File: config.mk
export PLATFORM = sky130hd
export DESIGN_NAME = tpo_controller
export DESIGN_NICKNAME = d
export VERILOG_FILES = /design/src/tpo_pkg.sv /design/src/tpo_controller.sv
export SDC_FILE = /design/constraint.sdc
export NUM_CORES = 1
export LEC_CHECK = 0
export ABC_AREA = 1
export BUFFER_PORTS_ARGS = -buffer_cell sky130_fd_sc_hd__buf_2
export CORE_MARGIN = 2
export CORE_UTILIZATION = 58
export DETAILED_ROUTE_END_ITERATION = 6
export PLACE_DENSITY = 0.89
export SYNTH_ARGS = -nofsm -noshare
export SYNTH_HDL_FRONTEND = slang
export SYNTH_SLANG_ARGS = --single-unit
File: constraint.sdc
create_clock -name clk_i -period 3.23 [get_ports clk_i]
set_input_delay 0.323 -clock clk_i [delete_from_list [all_inputs] [get_ports clk_i]]
set_output_delay 0.323 -clock clk_i [all_outputs]
set_load 0.005 [all_outputs]
File: src/tpo_pkg.sv
// constants shared by the timing pattern output controller
package tpo_pkg;

	// structure
	localparam int GRP_W   = 4;
	localparam int NUM_GRP = 4;
	localparam int PIN_W   = 16;
	localparam int SEL_W   = 2;
	localparam int NUM_CH  = 4;
	localparam int REG_W   = 8;
	localparam int ADR_W   = 18;
	localparam int DAT_W   = 32;
	localparam int FIFO_D  = 8;

	// register indices; byte address is four times the index
	localparam logic [15:0] IDX_MODE    = 16'hffa0;
	localparam logic [15:0] IDX_TSEL    = 16'hffa1;
	localparam logic [15:0] IDX_ENH     = 16'hffa2;
	localparam logic [15:0] IDX_ENL     = 16'hffa3;
	localparam logic [15:0] IDX_NDH     = 16'hffa4;
	localparam logic [15:0] IDX_NDL     = 16'hffa5;
	localparam logic [15:0] IDX_NDH_ALT = 16'hffa6;
	localparam logic [15:0] IDX_NDL_ALT = 16'hffa7;
	localparam logic [15:0] IDX_DIRA    = 16'hffd1;
	localparam logic [15:0] IDX_PDA     = 16'hffd3;
	localparam logic [15:0] IDX_DIRB    = 16'hffd4;
	localparam logic [15:0] IDX_PDB     = 16'hffd6;

	// reset and fixed read values
	localparam logic [7:0] RST_MODE  = 8'hf0;
	localparam logic [7:0] RST_TSEL  = 8'hff;
	localparam logic [7:0] RST_ZERO  = 8'h00;
	localparam logic [7:0] RSVD_ONES = 8'hff;
	localparam logic [3:0] NIB_ONES  = 4'hf;
	localparam logic [3:0] MODE_FIX  = 4'hf;

endpackage

File: src/tpo_controller.sv
// pattern fifo and timing pattern output controller with wishbone registers
`timescale 1ns/1ps

// simple synchronous fifo; depth must be a power of two
module tpo_fifo #(
	parameter int W = 16,
	parameter int D = 8
) (
	// clock and reset
	input  wire logic         clk_i,
	input  wire logic         rst_i,
	// fill side
	input  wire logic         in_valid_i,
	output logic              in_ready_o,
	input  wire logic [W-1:0] in_data_i,
	// drain side
	output logic              out_valid_o,
	input  wire logic         out_ready_i,
	output logic [W-1:0]      out_data_o
);
	localparam int AW = $clog2(D);
	localparam logic [AW:0] FULL = AW'(0) + (AW+1)'(D);

	logic [W-1:0]  mem [D];
	logic [AW-1:0] wp_reg;
	logic [AW-1:0] rp_reg;
	logic [AW:0]   cnt_reg;
	logic          push;
	logic          pop;

	// honest flags straight from the count
	assign in_ready_o  = cnt_reg != FULL;
	assign out_valid_o = cnt_reg != '0;
	assign out_data_o  = mem[rp_reg];
	assign push        = in_valid_i & in_ready_o;
	assign pop         = out_valid_o & out_ready_i;

	// storage; no reset needed for data words
	always_ff @(posedge clk_i) begin
		if (push) begin
			mem[wp_reg] <= in_data_i;
		end
	end

	// pointers wrap naturally at a power-of-two depth
	always_ff @(posedge clk_i) begin
		if (rst_i) begin
			wp_reg  <= '0;
			rp_reg  <= '0;
			cnt_reg <= '0;
		end else begin
			if (push) begin
				wp_reg <= wp_reg + AW'(1);
			end
			if (pop) begin
				rp_reg <= rp_reg + AW'(1);
			end
			cnt_reg <= cnt_reg + (AW+1)'(push) - (AW+1)'(pop);
		end
	end
endmodule

// Notes on behaviour
// - The outputs form four 4-bit groups, 3 to 0, each running on its own.
// - Up to 16 pattern bits are driven and each bit has its own output enable.
// - Each group picks its trigger from the compare matches of four timer channels.
// - A non-overlap mode separates falling and rising edges by two compare events.
// - A compare match b chosen as a trigger also raises a dma request; a match a never does.
// - Pins 0-3 are group 0, 4-7 group 1, 8-11 group 2, 12-15 group 3.
// - Each direction register is 8-bit, write-only and cleared at reset.
// - Port data bits enabled for pattern output ignore processor writes.
// - Low next data sits at ffa5 when groups 0 and 1 share a trigger, else split ffa5/ffa7.
// - High next data sits at ffa4 when groups 2 and 3 share a trigger, else split ffa4/ffa6.
// - On the selected match each enabled next-data bit is copied to its port data bit.
// - Next-data halves left unused by the mapping ignore writes and read as ones.
// - Next data and enables clear on reset and hardware standby, not software standby.
module tpo_controller (
	// clock and reset
	input  wire logic                       clk_i,
	input  wire logic                       rst_i,
	// wishbone slave
	input  wire logic                       wb_cyc_i,
	input  wire logic                       wb_stb_i,
	input  wire logic                       wb_we_i,
	input  wire logic [tpo_pkg::ADR_W-1:0]  wb_adr_i,
	input  wire logic [3:0]                 wb_sel_i,
	input  wire logic [tpo_pkg::DAT_W-1:0]  wb_dat_i,
	output logic [tpo_pkg::DAT_W-1:0]       wb_dat_o,
	output logic                            wb_ack_o,
	// timer compare match pulses, one per channel
	input  wire logic [tpo_pkg::NUM_CH-1:0] cmp_a_i,
	input  wire logic [tpo_pkg::NUM_CH-1:0] cmp_b_i,
	input  wire logic                       hw_standby_i,
	// pattern word stream
	input  wire logic                       pat_valid_i,
	output logic                            pat_ready_o,
	input  wire logic [tpo_pkg::PIN_W-1:0]  pat_data_i,
	// pins and dma
	output logic [tpo_pkg::PIN_W-1:0]       pattern_out_pin_o,
	output logic [tpo_pkg::PIN_W-1:0]       pin_oe_n_o,
	output logic [tpo_pkg::NUM_CH-1:0]      dma_req_o
);
	localparam int G = tpo_pkg::GRP_W;
	localparam int B = tpo_pkg::REG_W;

	logic [G-1:0]                   mode_reg;
	logic [B-1:0]                   tsel_reg;
	logic [tpo_pkg::PIN_W-1:0]      en_reg;
	logic [tpo_pkg::PIN_W-1:0]      nd_reg;
	logic [tpo_pkg::PIN_W-1:0]      dir_reg;
	logic [tpo_pkg::PIN_W-1:0]      pd_reg;
	logic [tpo_pkg::PIN_W-1:0]      pd_next;
	logic [tpo_pkg::PIN_W-1:0]      xfer_mask;
	logic [tpo_pkg::NUM_GRP-1:0]    fire_b;
	logic [tpo_pkg::NUM_GRP-1:0]    fire_a;
	logic [tpo_pkg::NUM_CH-1:0]     dma_next;
	logic [tpo_pkg::DAT_W-1:0]      rd_next;
	logic [B-1:0]                   rd_byte;
	logic [B-1:0]                   wdat;
	logic [15:0]                    idx;
	logic                           ack_reg;
	logic                           req;
	logic                           wr_go;
	logic                           same_low;
	logic                           same_high;
	logic                           pend_reg;
	logic                           f_valid;
	logic                           pop;
	logic [tpo_pkg::PIN_W-1:0]      f_data;

	// bus decode; ack is registered so writes land on the acked edge
	assign idx      = wb_adr_i[tpo_pkg::ADR_W-1:2];
	assign wdat     = wb_dat_i[B-1:0];
	assign req      = wb_cyc_i & wb_stb_i & ~ack_reg;
	assign wr_go    = wb_cyc_i & wb_stb_i & wb_we_i & wb_sel_i[0] & ack_reg;
	assign wb_ack_o = ack_reg;

	// groups sharing a trigger decide the next-data layout
	assign same_low  = tsel_reg[1:0] == tsel_reg[3:2];
	assign same_high = tsel_reg[5:4] == tsel_reg[7:6];

	// per-group trigger pick and transfer mask
	// group slices
	for (genvar g = 0; g < tpo_pkg::NUM_GRP; g++) begin : g_grp
		logic [tpo_pkg::SEL_W-1:0] sel;
		logic [G-1:0]              en;
		logic [G-1:0]              nd;
		assign sel       = tsel_reg[g*tpo_pkg::SEL_W +: tpo_pkg::SEL_W];
		assign en        = en_reg[g*G +: G];
		assign nd        = nd_reg[g*G +: G];
		assign fire_b[g] = cmp_b_i[sel];
		assign fire_a[g] = cmp_a_i[sel];
		// non-overlap: zeros go out on match b, ones on match a
		assign xfer_mask[g*G +: G] = mode_reg[g]
			? (({G{fire_b[g]}} & en & ~nd) | ({G{fire_a[g]}} & en & nd))
			: ({G{fire_b[g]}} & en);
	end

	always_comb begin
		pd_next = (pd_reg & ~xfer_mask) | (nd_reg & xfer_mask);
		if (wr_go && idx == tpo_pkg::IDX_PDA) begin
			pd_next[7:0] = (pd_next[7:0] & en_reg[7:0]) | (wdat & ~en_reg[7:0]);
		end
		if (wr_go && idx == tpo_pkg::IDX_PDB) begin
			pd_next[15:8] = (pd_next[15:8] & en_reg[15:8]) | (wdat & ~en_reg[15:8]);
		end
	end

	always_comb begin
		dma_next = '0;
		for (int g = 0; g < tpo_pkg::NUM_GRP; g++) begin
			if (fire_b[g]) begin
				dma_next[tsel_reg[g*tpo_pkg::SEL_W +: tpo_pkg::SEL_W]] = 1'b1;
			end
		end
	end

	// read mux; write-only and unmapped words read zero
	always_comb begin
		rd_byte = tpo_pkg::RST_ZERO;
		case (idx)
			tpo_pkg::IDX_MODE: rd_byte = {tpo_pkg::MODE_FIX, mode_reg};
			tpo_pkg::IDX_TSEL: rd_byte = tsel_reg;
			tpo_pkg::IDX_ENH:  rd_byte = en_reg[15:8];
			tpo_pkg::IDX_ENL:  rd_byte = en_reg[7:0];
			tpo_pkg::IDX_NDH:
				rd_byte = same_high ? nd_reg[15:8] : {nd_reg[15:12], tpo_pkg::NIB_ONES};
			tpo_pkg::IDX_NDH_ALT:
				rd_byte = same_high ? tpo_pkg::RSVD_ONES : {tpo_pkg::NIB_ONES, nd_reg[11:8]};
			tpo_pkg::IDX_NDL:
				rd_byte = same_low ? nd_reg[7:0] : {nd_reg[7:4], tpo_pkg::NIB_ONES};
			tpo_pkg::IDX_NDL_ALT:
				rd_byte = same_low ? tpo_pkg::RSVD_ONES : {tpo_pkg::NIB_ONES, nd_reg[3:0]};
			tpo_pkg::IDX_PDA:  rd_byte = pd_reg[7:0];
			tpo_pkg::IDX_PDB:  rd_byte = pd_reg[15:8];
			default:           rd_byte = tpo_pkg::RST_ZERO;
		endcase
		rd_next = {{(tpo_pkg::DAT_W-B){1'b0}}, rd_byte};
	end

	// ack and read data; ack drops the cycle after it was given
	always_ff @(posedge clk_i) begin
		if (rst_i) begin
			ack_reg  <= 1'b0;
			wb_dat_o <= '0;
		end else begin
			ack_reg <= req;
			if (req) begin
				wb_dat_o <= rd_next;
			end
		end
	end

	// mode and trigger select
	always_ff @(posedge clk_i) begin
		if (rst_i) begin
			mode_reg <= tpo_pkg::RST_MODE[G-1:0];
			tsel_reg <= tpo_pkg::RST_TSEL;
		end else if (wr_go) begin
			if (idx == tpo_pkg::IDX_MODE) begin
				mode_reg <= wdat[G-1:0];
			end
			if (idx == tpo_pkg::IDX_TSEL) begin
				tsel_reg <= wdat;
			end
		end
	end

	always_ff @(posedge clk_i) begin
		if (rst_i) begin
			dir_reg <= {tpo_pkg::RST_ZERO, tpo_pkg::RST_ZERO};
		end else if (wr_go) begin
			if (idx == tpo_pkg::IDX_DIRA) begin
				dir_reg[7:0] <= wdat;
			end
			if (idx == tpo_pkg::IDX_DIRB) begin
				dir_reg[15:8] <= wdat;
			end
		end
	end

	// reload request: set by a transfer, cleared by a fifo pop, set wins
	assign pop = pend_reg & f_valid;
	always_ff @(posedge clk_i) begin
		if (rst_i) begin
			pend_reg <= 1'b0;
		end else begin
			pend_reg <= (|fire_b) | (pend_reg & ~pop);
		end
	end

	// enables and next data, cleared by standby
	// a bus write after a pop in the same cycle wins for the bits it writes
	always_ff @(posedge clk_i) begin
		if (rst_i || hw_standby_i) begin
			en_reg <= {tpo_pkg::RST_ZERO, tpo_pkg::RST_ZERO};
			nd_reg <= {tpo_pkg::RST_ZERO, tpo_pkg::RST_ZERO};
		end else begin
			if (pop) begin
				nd_reg <= f_data;
			end
			if (wr_go) begin
				case (idx)
					tpo_pkg::IDX_ENH: en_reg[15:8] <= wdat;
					tpo_pkg::IDX_ENL: en_reg[7:0] <= wdat;
					tpo_pkg::IDX_NDH: begin
						if (same_high) begin
							nd_reg[15:8] <= wdat;
						end else begin
							nd_reg[15:12] <= wdat[7:4];
						end
					end
					tpo_pkg::IDX_NDH_ALT: begin
						if (!same_high) begin
							nd_reg[11:8] <= wdat[3:0];
						end
					end
					tpo_pkg::IDX_NDL: begin
						if (same_low) begin
							nd_reg[7:0] <= wdat;
						end else begin
							nd_reg[7:4] <= wdat[7:4];
						end
					end
					tpo_pkg::IDX_NDL_ALT: begin
						if (!same_low) begin
							nd_reg[3:0] <= wdat[3:0];
						end
					end
					default: ;
				endcase
			end
		end
	end

	// port data and dma pulses
	always_ff @(posedge clk_i) begin
		if (rst_i) begin
			pd_reg    <= {tpo_pkg::RST_ZERO, tpo_pkg::RST_ZERO};
			dma_req_o <= '0;
		end else begin
			pd_reg    <= pd_next;
			dma_req_o <= dma_next;
		end
	end

	// pins follow port data, direction drives enable
	assign pattern_out_pin_o = pd_reg;
	assign pin_oe_n_o        = ~dir_reg;

	// pattern words wait here until a transfer asks for the next one
	tpo_fifo #(
		.W (tpo_pkg::PIN_W),
		.D (tpo_pkg::FIFO_D)
	) u_fifo (
		.clk_i       (clk_i),
		.rst_i       (rst_i),
		.in_valid_i  (pat_valid_i),
		.in_ready_o  (pat_ready_o),
		.in_data_i   (pat_data_i),
		.out_valid_o (f_valid),
		.out_ready_i (pend_reg),
		.out_data_o  (f_data)
	);
endmodule

## After elaboration in Yosys (flattened, before gate mapping)

Memory sizes are Yosys's and may differ from the RTL's. A register that Yosys moved wholly into a read port is not among the register bits.
Index checks and enable logic that the tools add are counted.

- Muxes and demuxes: 53
- Order comparisons: 8
- $add $sub $neg: 4
- Eq/ne operators: 15
- Bitwise gates (word level): 51
- Reductions and logical operators: 15

Operators by type and width:

| cell | number |
|---|---|
| 16-bit == test (second input constant) | 12 |
| 8-bit case mux with 10 select lines | 1 |
| 4-bit 2-to-1 mux | 18 |
| 4-bit AND | 16 |
| 16-bit AND | 2 |
| 8-bit AND | 4 |
| 16-bit 2-to-1 mux | 2 |
| 16-bit NOT | 2 |
| 4-bit OR | 7 |
| 1-bit binary-select mux with 2-bit select | 8 |
| 8-bit 2-to-1 mux | 2 |
| 4-bit NOT | 4 |
| 8-bit NOT | 2 |
| 16-bit OR | 1 |
| 8-bit OR | 2 |
| 4-bit case mux with 2 select lines | 2 |
| 1-bit 2-to-1 mux | 14 |
| 2-bit by 3-bit < comparator with 1-bit output (second input constant) | 4 |
| 2-bit AND reduction | 6 |
| 1-bit AND | 8 |
| 1-bit demux with 2-bit select | 4 |
| 2-bit by 1-bit greater-or-equal comparator with 1-bit output (second input constant) | 4 |
| 3-bit by 1-bit adder with 3-bit output (second input constant) | 2 |
| 1-bit logical AND | 6 |
| 10 further kinds | 13 |

- RAM bits: 128
- Word-level logic and storage cells: 162
- Memories kept: 1
- Input port bits: 85
- Output and inout bits: 70
- Flip-flop bits (word level): 100

Memory list:

| name | words | width | rd ports | clocked after Yosys merged registers in | wr ports | line | text |
|---|---|---|---|---|---|---|---|
| u_fifo.mem | 8 | 16 | 1 | 1 | 1 | tpo_controller.sv:24 | `logic [W-1:0] mem [D];` |

## Logic depth before layout (Yosys ltp)

Gate-level depths: netlist of run 1.

- Depth after elaboration: 12
- Gate-level depth with buffers: 13
- Depth with buffers taken out: 12

## Hierarchy

A second synthesis of run 1 with hierarchy kept.

- Cells, all modules: 1534
- Area, all modules: 12057.8 um^2

Modules (own cells, without submodules):

| module | times used | cells an instance | area an instance (um^2) | sequential area each (um^2) |
|---|---|---|---|---|
| tpo_fifo | 1 | 648 | 6296.0 | 4103.9 |
| tpo_controller | 1 | 886 | 5761.8 | 1801.7 |

## Least setup slack after synthesis of run 1

OpenSTA, ideal clock, no wires.

- Path kind: register to register
- Start point: reg u_fifo.cnt_reg[2]
- End point: reg u_fifo.cnt_reg[2]
- Setup time: 0.128 ns
- Clock period less this slack: 2.232 ns
- Required time: 3.102 ns
- Stages on the path, launching flop included: 13
- Slack: 0.998 ns
- Path buffers: 1
- Data arrival time: 2.104 ns
- Path through: dfxtp_1 > inv_1 > ha_1 > nand3_1 > nand2_1 > inv_2 > clkbuf_1 > ha_1 > inv_1 > ha_1 > fa_1 > xnor2_1 > nor2_1

- Elaborated cells between the ends (all ways): 6
- Classes of those cells: add/sub (2); eq/ne (1); bitwise (2); reduce/logical (1)

RTL lines:

| item | line | text |
|---|---|---|
| start: declaration | tpo_controller.sv:27 | `logic [AW:0] cnt_reg;` |
| start signal: assignment | tpo_controller.sv:58 | `cnt_reg <= cnt_reg + (AW+1)'(push) - (AW+1)'(pop);` |
| 4-bit nonzero test | tpo_controller.sv:33 | `assign out_valid_o = cnt_reg != '0;` |
| 1-bit AND | -- |  |
| net pop | tpo_controller.sv:128 | `logic pop;` |
| 4-bit by 1-bit subtractor with 4-bit output | tpo_controller.sv:58 |  |

The timed path passes the listed nets, and every way through them passes these cells.
A chain may end at the register's enable or synchronous reset.

## Worst setup path after layout of run 1

- Start point: reg u_fifo.cnt_reg[2]
- End point: reg u_fifo.cnt_reg[2]

- Word-level cells in the longest chain between the ends: 4
- Elaborated cells between the ends (all ways): 6
- Classes of those cells: add/sub (2); eq/ne (1); bitwise (2); reduce/logical (1)

RTL lines:

| item | line | text |
|---|---|---|
| 4-bit inequality test | tpo_controller.sv:32 | `assign in_ready_o = cnt_reg != FULL;` |
| 1-bit AND | tpo_controller.sv:35 | `assign push = in_valid_i & in_ready_o;` |
| 4-bit by 1-bit adder with 4-bit output | tpo_controller.sv:58 |  |
| 4-bit by 1-bit subtractor with 4-bit output (*) | tpo_controller.sv:58 |  |

Every way passes the cells marked *; elsewhere a longest branch is shown, timed or not.

==> results_dict.tcl, run 1 <==
set metrics [dict create \
    status "completed" \
    switchingPower_mw 2.31 \
    min_period_ns 2.28 \
    multi_input_area_sq_um 4670 \
    post_cts_buffers 0 \
    dp_hpwl_um 21400 \
    ctsLongestPathBuffers 3 \
    drtIter0Drc 1143 \
    clock.fmax_mhz 438 \
    cp_num_buf_inv 4 \
    ys_top_cells_by_count "nand2_1 (326), nand3_1 (190), inv_1 (149), nor2_1 (129), edfxtp_1 (128)" \
    ant_nets 0 \
    grt_pass1_vias 10200 \
    worstSetupPathType "reg2reg" \
    synth-async-reset-ratio 0 \
    ys_top_cells_by_area "edfxtp_1 (33%), dfxtp_1 (18%), nand2_1 (11%), nand3_1 (8.3%), o21ai_0 (5.1%)" \
    clkLatencyLatePin_ns 0.55 \
    p_leak_nw 5.58 \
    cts_resized 0 \
    synth_top_area_share 0.334 \
    final-instance-count-excl-fill 1812 \
    yosysWarningCount 0 \
    vias_per_cell 5.82 \
    largest_reg_flops 128 \
    dp_slack_ns 0.974 \
    worst_slew_pin_slew_ns 1.00 \
    final_area_sq_um 13100 \
    core-area_sq_um 19500 \
    crit_path_end_kind "flip-flop" \
    ir_drop_v 0.000478 \
    die-area_sq_um 21000 \
    rsz0062_at_grt "no" \
    power_mw 7.86 \
    final-setup-viol-count 0 \
    crit_required_ns 3.65 \
    fin_tns_setup_ns 0 \
    path_cells "inv_1 > ha_1 > nand3_1 > nand2_1 > buf_4 > inv_2 > ha_1 > inv_1 > ha_1 > fa_1 > xnor2_1 > nor2_1" \
    synth_cell_types 45 \
    antenna_cells 0 \
    start_util 0.592 \
    syn_area_per_cell_sq_um 8.03 \
    relSlewSlack 0.333 \
    antenna_found_initial 1 \
    cp.arrival_ns 2.70 \
    critPathMaxFanout 15 \
    drive_above_1_share 0.129 \
    ff_latch_area_sq_um 5910 \
    max_cap_violations 0 \
    grt_start_max_net_pins 65 \
    cp_slowest_cell "fa_1" \
    top_register "u_fifo.mem" \
    postSynthCellCount 1434 \
    slew_violations 0 \
    pwr-share-comb 0.184 \
    sw_frac_of_total 0.293 \
    hold-worst-slack_ns 0.0423 \
    finalHoldViolations 0 \
    cp_top_family "adder cells" \
    postLayoutCoreUtil 0.671 \
    syn2layout_area_growth_pct 13.4 \
    p_clk_frac 0.388 \
    ys.flop_type "edfxtp_1" \
    seq_area_frac_synth 0.513 \
    place_area_sq_um 12200 \
    rows 51 \
    power.share.sequential 0.428 \
    fillers 1568 \
    io_pins 155 \
    cts.root.buffer_cell "clkbuf_16" \
    synth_edf_count 128 \
    synth-seq-cells 231 \
    gr-usage-all-layers 0.304 \
    fin_skew_ns 0.0155 \
    p_int_mw 5.55 \
    slowest_delay_ns 0.42 \
    p_per_area_nw_per_um2 602 \
    startpoint_type "flip-flop" \
    min_period_over_period 0.706 \
    vias 10600 \
    routed_wl_um 32300 \
    dr.pass1.iters 6 \
    routedWlPerCell_um 17.8 \
    hold_class "in2reg" \
    hold_buffers 0 \
    setup_slack_ns 0.948 \
    path_common_cell "ha_1" \
    fin_nets 1622 \
    path_clk_slew_ns 0.06 \
    grt-ovfl-total 0 \
    cts_tree "done" \
    grt_pass1_wl_um 51500 \
    die_y_um 145 \
    fp.dieW_um 145 \
    drc_errors 0 \
    htreeDepth 1 \
    yosysTopAreaCell "edfxtp_1" \
    yosysMostFrequentCell "nand2_1" \
    dp.cells 1766 \
    port_buffers 101 \
    place.gp.congestion 0.968 \
    cts_made_buffers 25 \
    clkSinkCount 231 \
    synth_area_sq_um 11500 \
]
[power by group through the flow]
stage / Clock (mW) / Combinational, mW / Sequential [mW]
final: 3.05 / 1.45 / 3.36
after global routing: 3.18 / 1.61 / 3.37
after CTS: 3.07 / 1.42 / 3.36
after detailed placement: 0 / 1.38 / 3.41
after global placement: 0 / 1.32 / 3.41
after floorplan: 0 / 0.997 / 3.39
[worst register-to-register path, stage by stage, from the launching register on]
cell     delay [ns]
dfxtp_1        0.30
inv_1          0.09
ha_1           0.18
nand3_1        0.09
nand2_1        0.07
buf_4          0.21
inv_2          0.06
ha_1           0.27
inv_1          0.04
ha_1           0.21
fa_1           0.42
xnor2_1        0.17
nor2_1         0.05
[cell usage in the layout (no fill, tap or decap), types with 10 or more instances in the layout]
cell type | synthesis | final
nand3_1 | 190 | 190
dfxtp_1 | 103 | 102
nand4_1 | 16 | 16
buf_2 | 15 | 101
nand2_1 | 326 | 326
a21oi_1 | 81 | 81
o21ai_0 | 118 | 118
inv_1 | 149 | 149
clkbuf_16 | 0 | 25
o211ai_1 | 11 | 11
nor2_1 | 129 | 129
nor2_2 | 11 | 11
buf_4 | 24 | 22
conb_1 | 1 | 24
inv_2 | 10 | 10
edfxtp_1 | 128 | 128
o22ai_1 | 15 | 15
[worst paths after layout]
| path | to | from | cells after the start | slack [ns] |
|---|---|---|---|---|
| min reg2reg | dir_reg[1]$_SDFFE_PP0P_ | dir_reg[1]$_SDFFE_PP0P_ | 2 | 0.45 |
| max | u_fifo.cnt_reg[2]$_SDFF_PP0_ | u_fifo.cnt_reg[2]$_SDFF_PP0_ | 12 | 0.95 |
| min | u_fifo.mem[6][5]$_DFFE_PP_ | pat_data_i[5] | 1 | 0.04 |
| max reg2reg | u_fifo.cnt_reg[2]$_SDFF_PP0_ | u_fifo.cnt_reg[2]$_SDFF_PP0_ | 12 | 0.95 |
[per-layer routing]
metal / share of wire / vias to the layer above / global-route usage / routed length, um
met3: 0.095 / 130 / 0.0487 / 3070
met1: 0.38 / 4843 / 0.379 / 12300
li1: - / 4938 / - / -
met2: 0.48 / 639 / 0.514 / 15400
met4: 0.049 / 0 / 0.156 / 1590
met5: 0 / - / 0 / 0
[final cells by class]
type                       instances  share of cell area
sequential                       231               0.452
multi-input combinational        985               0.358
timing repair buffer             123              0.0514
clock buffer                      31              0.0496
inverter                         162              0.0466
tap                              265              0.0254
clock inverter                    15              0.0170
[cell families (layout without fill, tap and decap cells)]
logic type / after synthesis / in the layout / share of synthesized area
other cells: 1 / 24 / 0.000326
compound gates: 244 / 244 / 0.113
simple gates: 703 / 703 / 0.269
mux: 1 / 1 / 0.000869
flops: 231 / 231 / 0.513
xor+xnor: 4 / 4 / 0.00369
fa+ha+maj: 9 / 9 / 0.0104
buf+inv: 241 / 331 / 0.0894
Note: power is estimated with default switching activity, not from simulation.
==> run 2, diff against run 1 <==
Clock period 3.23 ns to 2.35 ns, I/O delays scaled along.
==> run 2 against run 1 <==
  * Sequential share of layout area down 0.86 points
  * Total power rose by 36%
  * Wire length down 0.19%
  * Die area unchanged
  * Utilization is 1.3 points higher
  * Clock-buffer cell count is 2 higher
  * First-iteration DRC count shrank 8.7%
  * Design area is 1.9% higher
  * Via count increased by 0.74%
  * Worst hold slack worse by 0.0089 ns
  * Clock skew is essentially flat
  * Largest power group unchanged
==> results_dict.tcl, run 2 (synthesis gave the netlist of run 1 again) <==
set metrics [dict create \
    status "completed" \
    reg2reg_to "nd_reg[3]$_SDFF_PP0_" \
    vias 10600 \
    die_y_um 145 \
    fp.dieW_um 145 \
    die-area_sq_um 21000 \
    hold_class "in2reg" \
    relSlewSlack 0.576 \
    use_met3 0.0478 \
    p_per_area_nw_per_um2 805 \
    use_met1 0.376 \
    fin_nets 1646 \
    rsz0062_at_grt "no" \
    drc_errors 0 \
    fillers 1476 \
    r2r-start "tsel_reg[0]$_SDFFE_PP1P_" \
    grt_pass1_vias 9815 \
    io_pins 155 \
    place_area_sq_um 12300 \
    rows 51 \
    grt_start_max_net_pins 65 \
    slowest_delay_ns 0.44 \
    start_util 0.592 \
    antenna_cells 0 \
    reg2reg_slack_ns 0.26 \
    final_common_cell "nand2_1" \
    worst_slew_pin_slew_ns 0.635 \
    routedWlPerCell_um 17.6 \
    crit_required_ns 2.81 \
    drive_above_1_share 0.132 \
    grt_pass1_wl_um 50400 \
    gr-usage-all-layers 0.299 \
    core-area_sq_um 19500 \
    whs_path_depth 3 \
    drtIter0Drc 1044 \
    top_register "u_fifo.mem" \
    fin_skew_ns 0.0158 \
    htreeDepth 1 \
    cts_made_buffers 25 \
    final_cell_mix "nand2_1 (326), nand3_1 (190), inv_1 (149)" \
    clkSinkCount 231 \
    finalHoldViolations 0 \
    final_area_sq_um 13300 \
    clock.fmax_mhz 479 \
    largest_reg_flops 128 \
    crit_path_end_kind "flip-flop" \
    met2_usage 0.499 \
    min_from "wb_dat_i[5]" \
    ant_nets 0 \
    ir_drop_v 0.000733 \
    slew_violations 0 \
    vias_per_cell 5.79 \
    grt-ovfl-total 0 \
    min_period_ns 2.09 \
    busiest_layer "met2" \
    cp_slowest_cell "xnor2_1" \
    final-setup-viol-count 0 \
    fin_tns_setup_ns 0 \
    path_common_cell "nand2_1" \
    dp_hpwl_um 20900 \
    hold-path-endpoint "dir_reg[5]$_SDFFE_PP0P_" \
    port_buffers 101 \
    min_period_over_period 0.889 \
    place.gp.congestion 0.967 \
    cp.arrival_ns 2.55 \
    worstSetupPathType "reg2reg" \
    p_leak_nw 5.68 \
    clkLatencyLatePin_ns 0.55 \
    antenna_found_initial 0 \
    syn2layout_area_growth_pct 15.6 \
    cts.root.buffer_cell "clkbuf_16" \
    critPathMaxFanout 13 \
    path_cells "xnor2_1 > nand2_1 > inv_1 > nand2_1 > nand2_1 > nand2_1 > nand2_1 > nand2_1 > a21oi_1" \
    path_clk_slew_ns 0.06 \
    dr.pass1.iters 6 \
    reg2reg_depth 9 \
    max_cap_violations 0 \
    cts_tree "done" \
    routed_wl_um 32300 \
    cts_resized 0 \
    startpoint_type "flip-flop" \
    ctsLongestPathBuffers 3 \
]
run 2: changes by cell type in the layout (fill, tap and decap cells not counted), sizes merged:
cell         previous run  this run
buf                   123       129
bufinv                  5         2
clkbuf                 31        33
clkinv                 11         8
clkinvlp                0         2
dlygate4sd3             0        18
inv                   161       163
run 2: report_power, final:
group          leakage [nW]  switching [mW]  internal [mW]
registers              2.00           0.120           4.50
logic                  3.27            1.39          0.647
clock network         0.419            1.68           2.37
total                  5.68            3.19           7.52
run 2: final cells by class:
| class | count | area, sq um | share of cell area |
|---|---|---|---|
| Clock buffer | 33 | 706 | 0.0530 |
| Clock inverter | 13 | 155 | 0.0117 |
| Inverter | 162 | 608 | 0.0457 |
| Multi-Input combinational cell | 985 | 4670 | 0.351 |
| Sequential cell | 231 | 5910 | 0.444 |
| Tap cell | 265 | 332 | 0.0249 |
| Timing Repair Buffer | 147 | 933 | 0.0701 |
run 2: repair_timing:
item,4_1_cts,5_1_grt
hold endpoints to repair,133,0
hold buffers,18,0
setup buffers,0,0
run 2: metrics by stage:
step           hold slack (ns)  cells  worst slack, ns  total power, mW   util
2_1_floorplan            0.334   1457            0.118             6.02      -
3_3_place_gp             0.434   1772            0.362             6.53  0.630
3_5_place_dp             0.445   1772            0.337             6.62  0.630
4_1_cts                 0.0223   1836            0.254             10.7  0.684
5_1_grt                 0.0754   1836            0.113             11.2  0.684
6_report                0.0334   1836            0.261             10.7  0.684
run 2: worst max-delay path by stage:
| stage | startpoint | end | slack (ns) | cells after the start |
|---|---|---|---|---|
| floorplan | u_fifo.cnt_reg[2]$_SDFF_PP0_ | u_fifo.cnt_reg[2]$_SDFF_PP0_ | 0.12 | 12 |
| global placement | u_fifo.cnt_reg[2]$_SDFF_PP0_ | u_fifo.cnt_reg[2]$_SDFF_PP0_ | 0.36 | 11 |
| detailed placement | u_fifo.cnt_reg[2]$_SDFF_PP0_ | u_fifo.cnt_reg[2]$_SDFF_PP0_ | 0.34 | 11 |
| CTS | u_fifo.cnt_reg[2]$_SDFF_PP0_ | u_fifo.cnt_reg[2]$_SDFF_PP0_ | 0.25 | 11 |
| global route | tsel_reg[0]$_SDFFE_PP1P_ | nd_reg[3]$_SDFF_PP0_ | 0.11 | 9 |
| finish | tsel_reg[0]$_SDFFE_PP1P_ | nd_reg[3]$_SDFF_PP0_ | 0.26 | 9 |
run 2: metal layers:
| metal | wire, um | share of wire | vias up |
|---|---|---|---|
| li1 | - | - | 4997 |
| met1 | 11900 | 0.37 | 4838 |
| met2 | 15400 | 0.48 | 649 |
| met3 | 3190 | 0.099 | 144 |
| met4 | 1810 | 0.056 | 0 |
| met5 | 0 | 0 | - |
run 2: critical path, delay by kind of cell (launching register included):
family / cells / cell delay (ns)
flip-flops: 1 / 0.39
AND/OR/NAND/NOR: 6 / 0.73
AO/OA/AOI/OAI: 1 / 0.11
XOR/XNOR: 1 / 0.44
buffers and inverters: 1 / 0.35
==> run 3, diff against run 2 <==
Settings changed: PLACE_DENSITY 0.89 to 0.79, SETUP_SLACK_MARGIN from default to 0.5.
==> run 3 against run 2 <==
  * Register-to-register slack better by 0.21 ns
  * Maximum frequency rose by 11%
  * Wire length is 0.30% lower
  * Largest cell class unchanged
  * Critical path depth grew 2
==> results_dict.tcl, run 3 (synthesis gave the netlist of run 1 again) <==
set metrics [dict create \
    max_cap_violations 0 \
    fillers 1531 \
    final-instance-count-excl-fill 1848 \
    ant_nets 0 \
    met2WireLength_um 15400 \
    crit_path_end_kind "flip-flop" \
    path_cells "inv_2 > ha_4 > nand3_4 > nand2_4 > inv_4 > ha_4 > inv_2 > ha_4 > fa_2 > inv_1 > nor2_1" \
    gr-usage-all-layers 0.298 \
    core-area_sq_um 19500 \
    port_buffers 101 \
    grt_pass1_vias 9809 \
    drc_errors 0 \
    rows 51 \
    met3WireLength_um 2440 \
    min_period_over_period 0.800 \
    grt-ovfl-total 0 \
    min_period_ns 1.88 \
    fin_tns_setup_ns 0 \
    path_clk_slew_ns 0.06 \
    top_register "u_fifo.mem" \
    routedWlPerCell_um 17.4 \
    drive_above_1_share 0.164 \
    cp_slowest_cell "fa_2" \
    hold-worst-slack_ns 0.00401 \
    top_layer_used "met4" \
    final_common_cell "nand2_1" \
    met1_length_um 12700 \
    cp_top_family "adder cells" \
    die_y_um 145 \
    hold_class "in2reg" \
    startpoint_type "flip-flop" \
    p_per_area_nw_per_um2 794 \
    path_common_cell "ha_4" \
    clkSinkCount 231 \
    largest_reg_flops 128 \
    htreeDepth 1 \
    fp.dieW_um 145 \
    vias_per_cell 5.63 \
    cts_made_buffers 24 \
    critPathMaxFanout 3 \
    final_cell_mix "nand2_1 (320), nand3_1 (186), inv_1 (141)" \
    syn2layout_area_growth_pct 18.7 \
    dr.pass1.iters 6 \
    die-area_sq_um 21000 \
    clock.fmax_mhz 532 \
    slowest_delay_ns 0.51 \
    final-setup-viol-count 0 \
    io_pins 155 \
    grt_start_max_net_pins 65 \
    start_util 0.592 \
    fin_skew_ns 0.0136 \
    clkLatencyLatePin_ns 0.53 \
    antenna_cells 0 \
    fin_nets 1659 \
    vias 10400 \
    finalHoldViolations 0 \
    cp_num_buf_inv 4 \
    antenna_found_initial 0 \
    postLayoutCoreUtil 0.703 \
    cp.arrival_ns 2.34 \
    drtIter0Drc 830 \
    worstSetupPathType "reg2reg" \
    relSlewSlack 0.589 \
    grt_pass1_wl_um 50100 \
    cts.root.buffer_cell "clkbuf_16" \
    routed_wl_um 32200 \
    crit_required_ns 2.81 \
    ir_drop_v 0.000953 \
    dp.cells 1776 \
    p_leak_nw 5.77 \
    dp_hpwl_um 20800 \
    rsz0062_at_grt "yes" \
    status "completed" \
    power_mw 10.9 \
    slew_violations 0 \
    worst_slew_pin_slew_ns 0.615 \
    place.gp.congestion 0.959 \
    cts_tree "done" \
    ctsLongestPathBuffers 3 \
]
-- run 3: cell count changes in the layout (fill, tap and decap cells not counted), moves of 4 or more --
cell,change
nor2_2,+6
dfxtp_1,-6
nand2_1,-6
nand3_1,-4
nor2_1,-10
nor2_4,+4
buf_6,+9
inv_2,+5
inv_1,-8
dfxtp_2,+6
-- run 3: metal layers --
layer,track usage,vias up
met2,0.504,492
met4,0.155,0
li1,-,5027
met3,0.0387,109
met1,0.375,4782
met5,0,-
-- run 3: worst paths after layout --
check	start	endpoint	slack, ns	depth (start not counted)
worst max-delay path	u_fifo.cnt_reg[2]$_SDFF_PP0_	u_fifo.cnt_reg[1]$_SDFF_PP0_	0.47	11
worst min-delay path	wb_dat_i[4]	en_reg[12]$_SDFFE_PP0P_	0.004	3
worst max register to register	u_fifo.cnt_reg[2]$_SDFF_PP0_	u_fifo.cnt_reg[1]$_SDFF_PP0_	0.47	11
worst min register to register	dir_reg[0]$_SDFFE_PP0P_	dir_reg[0]$_SDFFE_PP0P_	0.45	2
-- run 3: repair_timing --
item / in CTS / in global routing
hold buffers: 17 / 0
hold endpoints to repair: 124 / 0
resized for setup: 21 / 46
pin swaps: 7 / 6
setup endpoints to repair: 87 / 174
cloned: 2 / 1
buffers inserted: 6 / 2
-- run 3: where the power goes --
part / leakage, nW / switching (mW) / internal, mW / total [mW]
combinational: 3.38 / 1.44 / 0.784 / 2.22
clock: 0.395 / 1.63 / 2.39 / 4.01
sequential: 1.99 / 0.120 / 4.50 / 4.62
-- run 3: through the flow --
| stage | setup WS (ns) | cell area (sq um) |
|---|---|---|
| floorplan | 0.280 | 11700 |
| global placement | 0.387 | 12300 |
| detailed placement | 0.380 | 12300 |
| CTS | 0.470 | 13500 |
| global route | 0.415 | 13700 |
| finish | 0.470 | 13700 |
-- run 3: cell type report --
cell class                 instances  area [sq um]  area share
clock inverter                    16           200      0.0146
inverter                         162           616      0.0450
tap                              265           332      0.0242
clock buffer                      28           636      0.0465
timing repair buffer             161          1130      0.0826
multi-input combinational        985          4850       0.354
sequential                       231          5910       0.433
-- run 3: worst min-delay path, stage by stage --
cell and delay (ns):
buf_2 0.13, nand2_1 0.07, a21oi_1 0.05
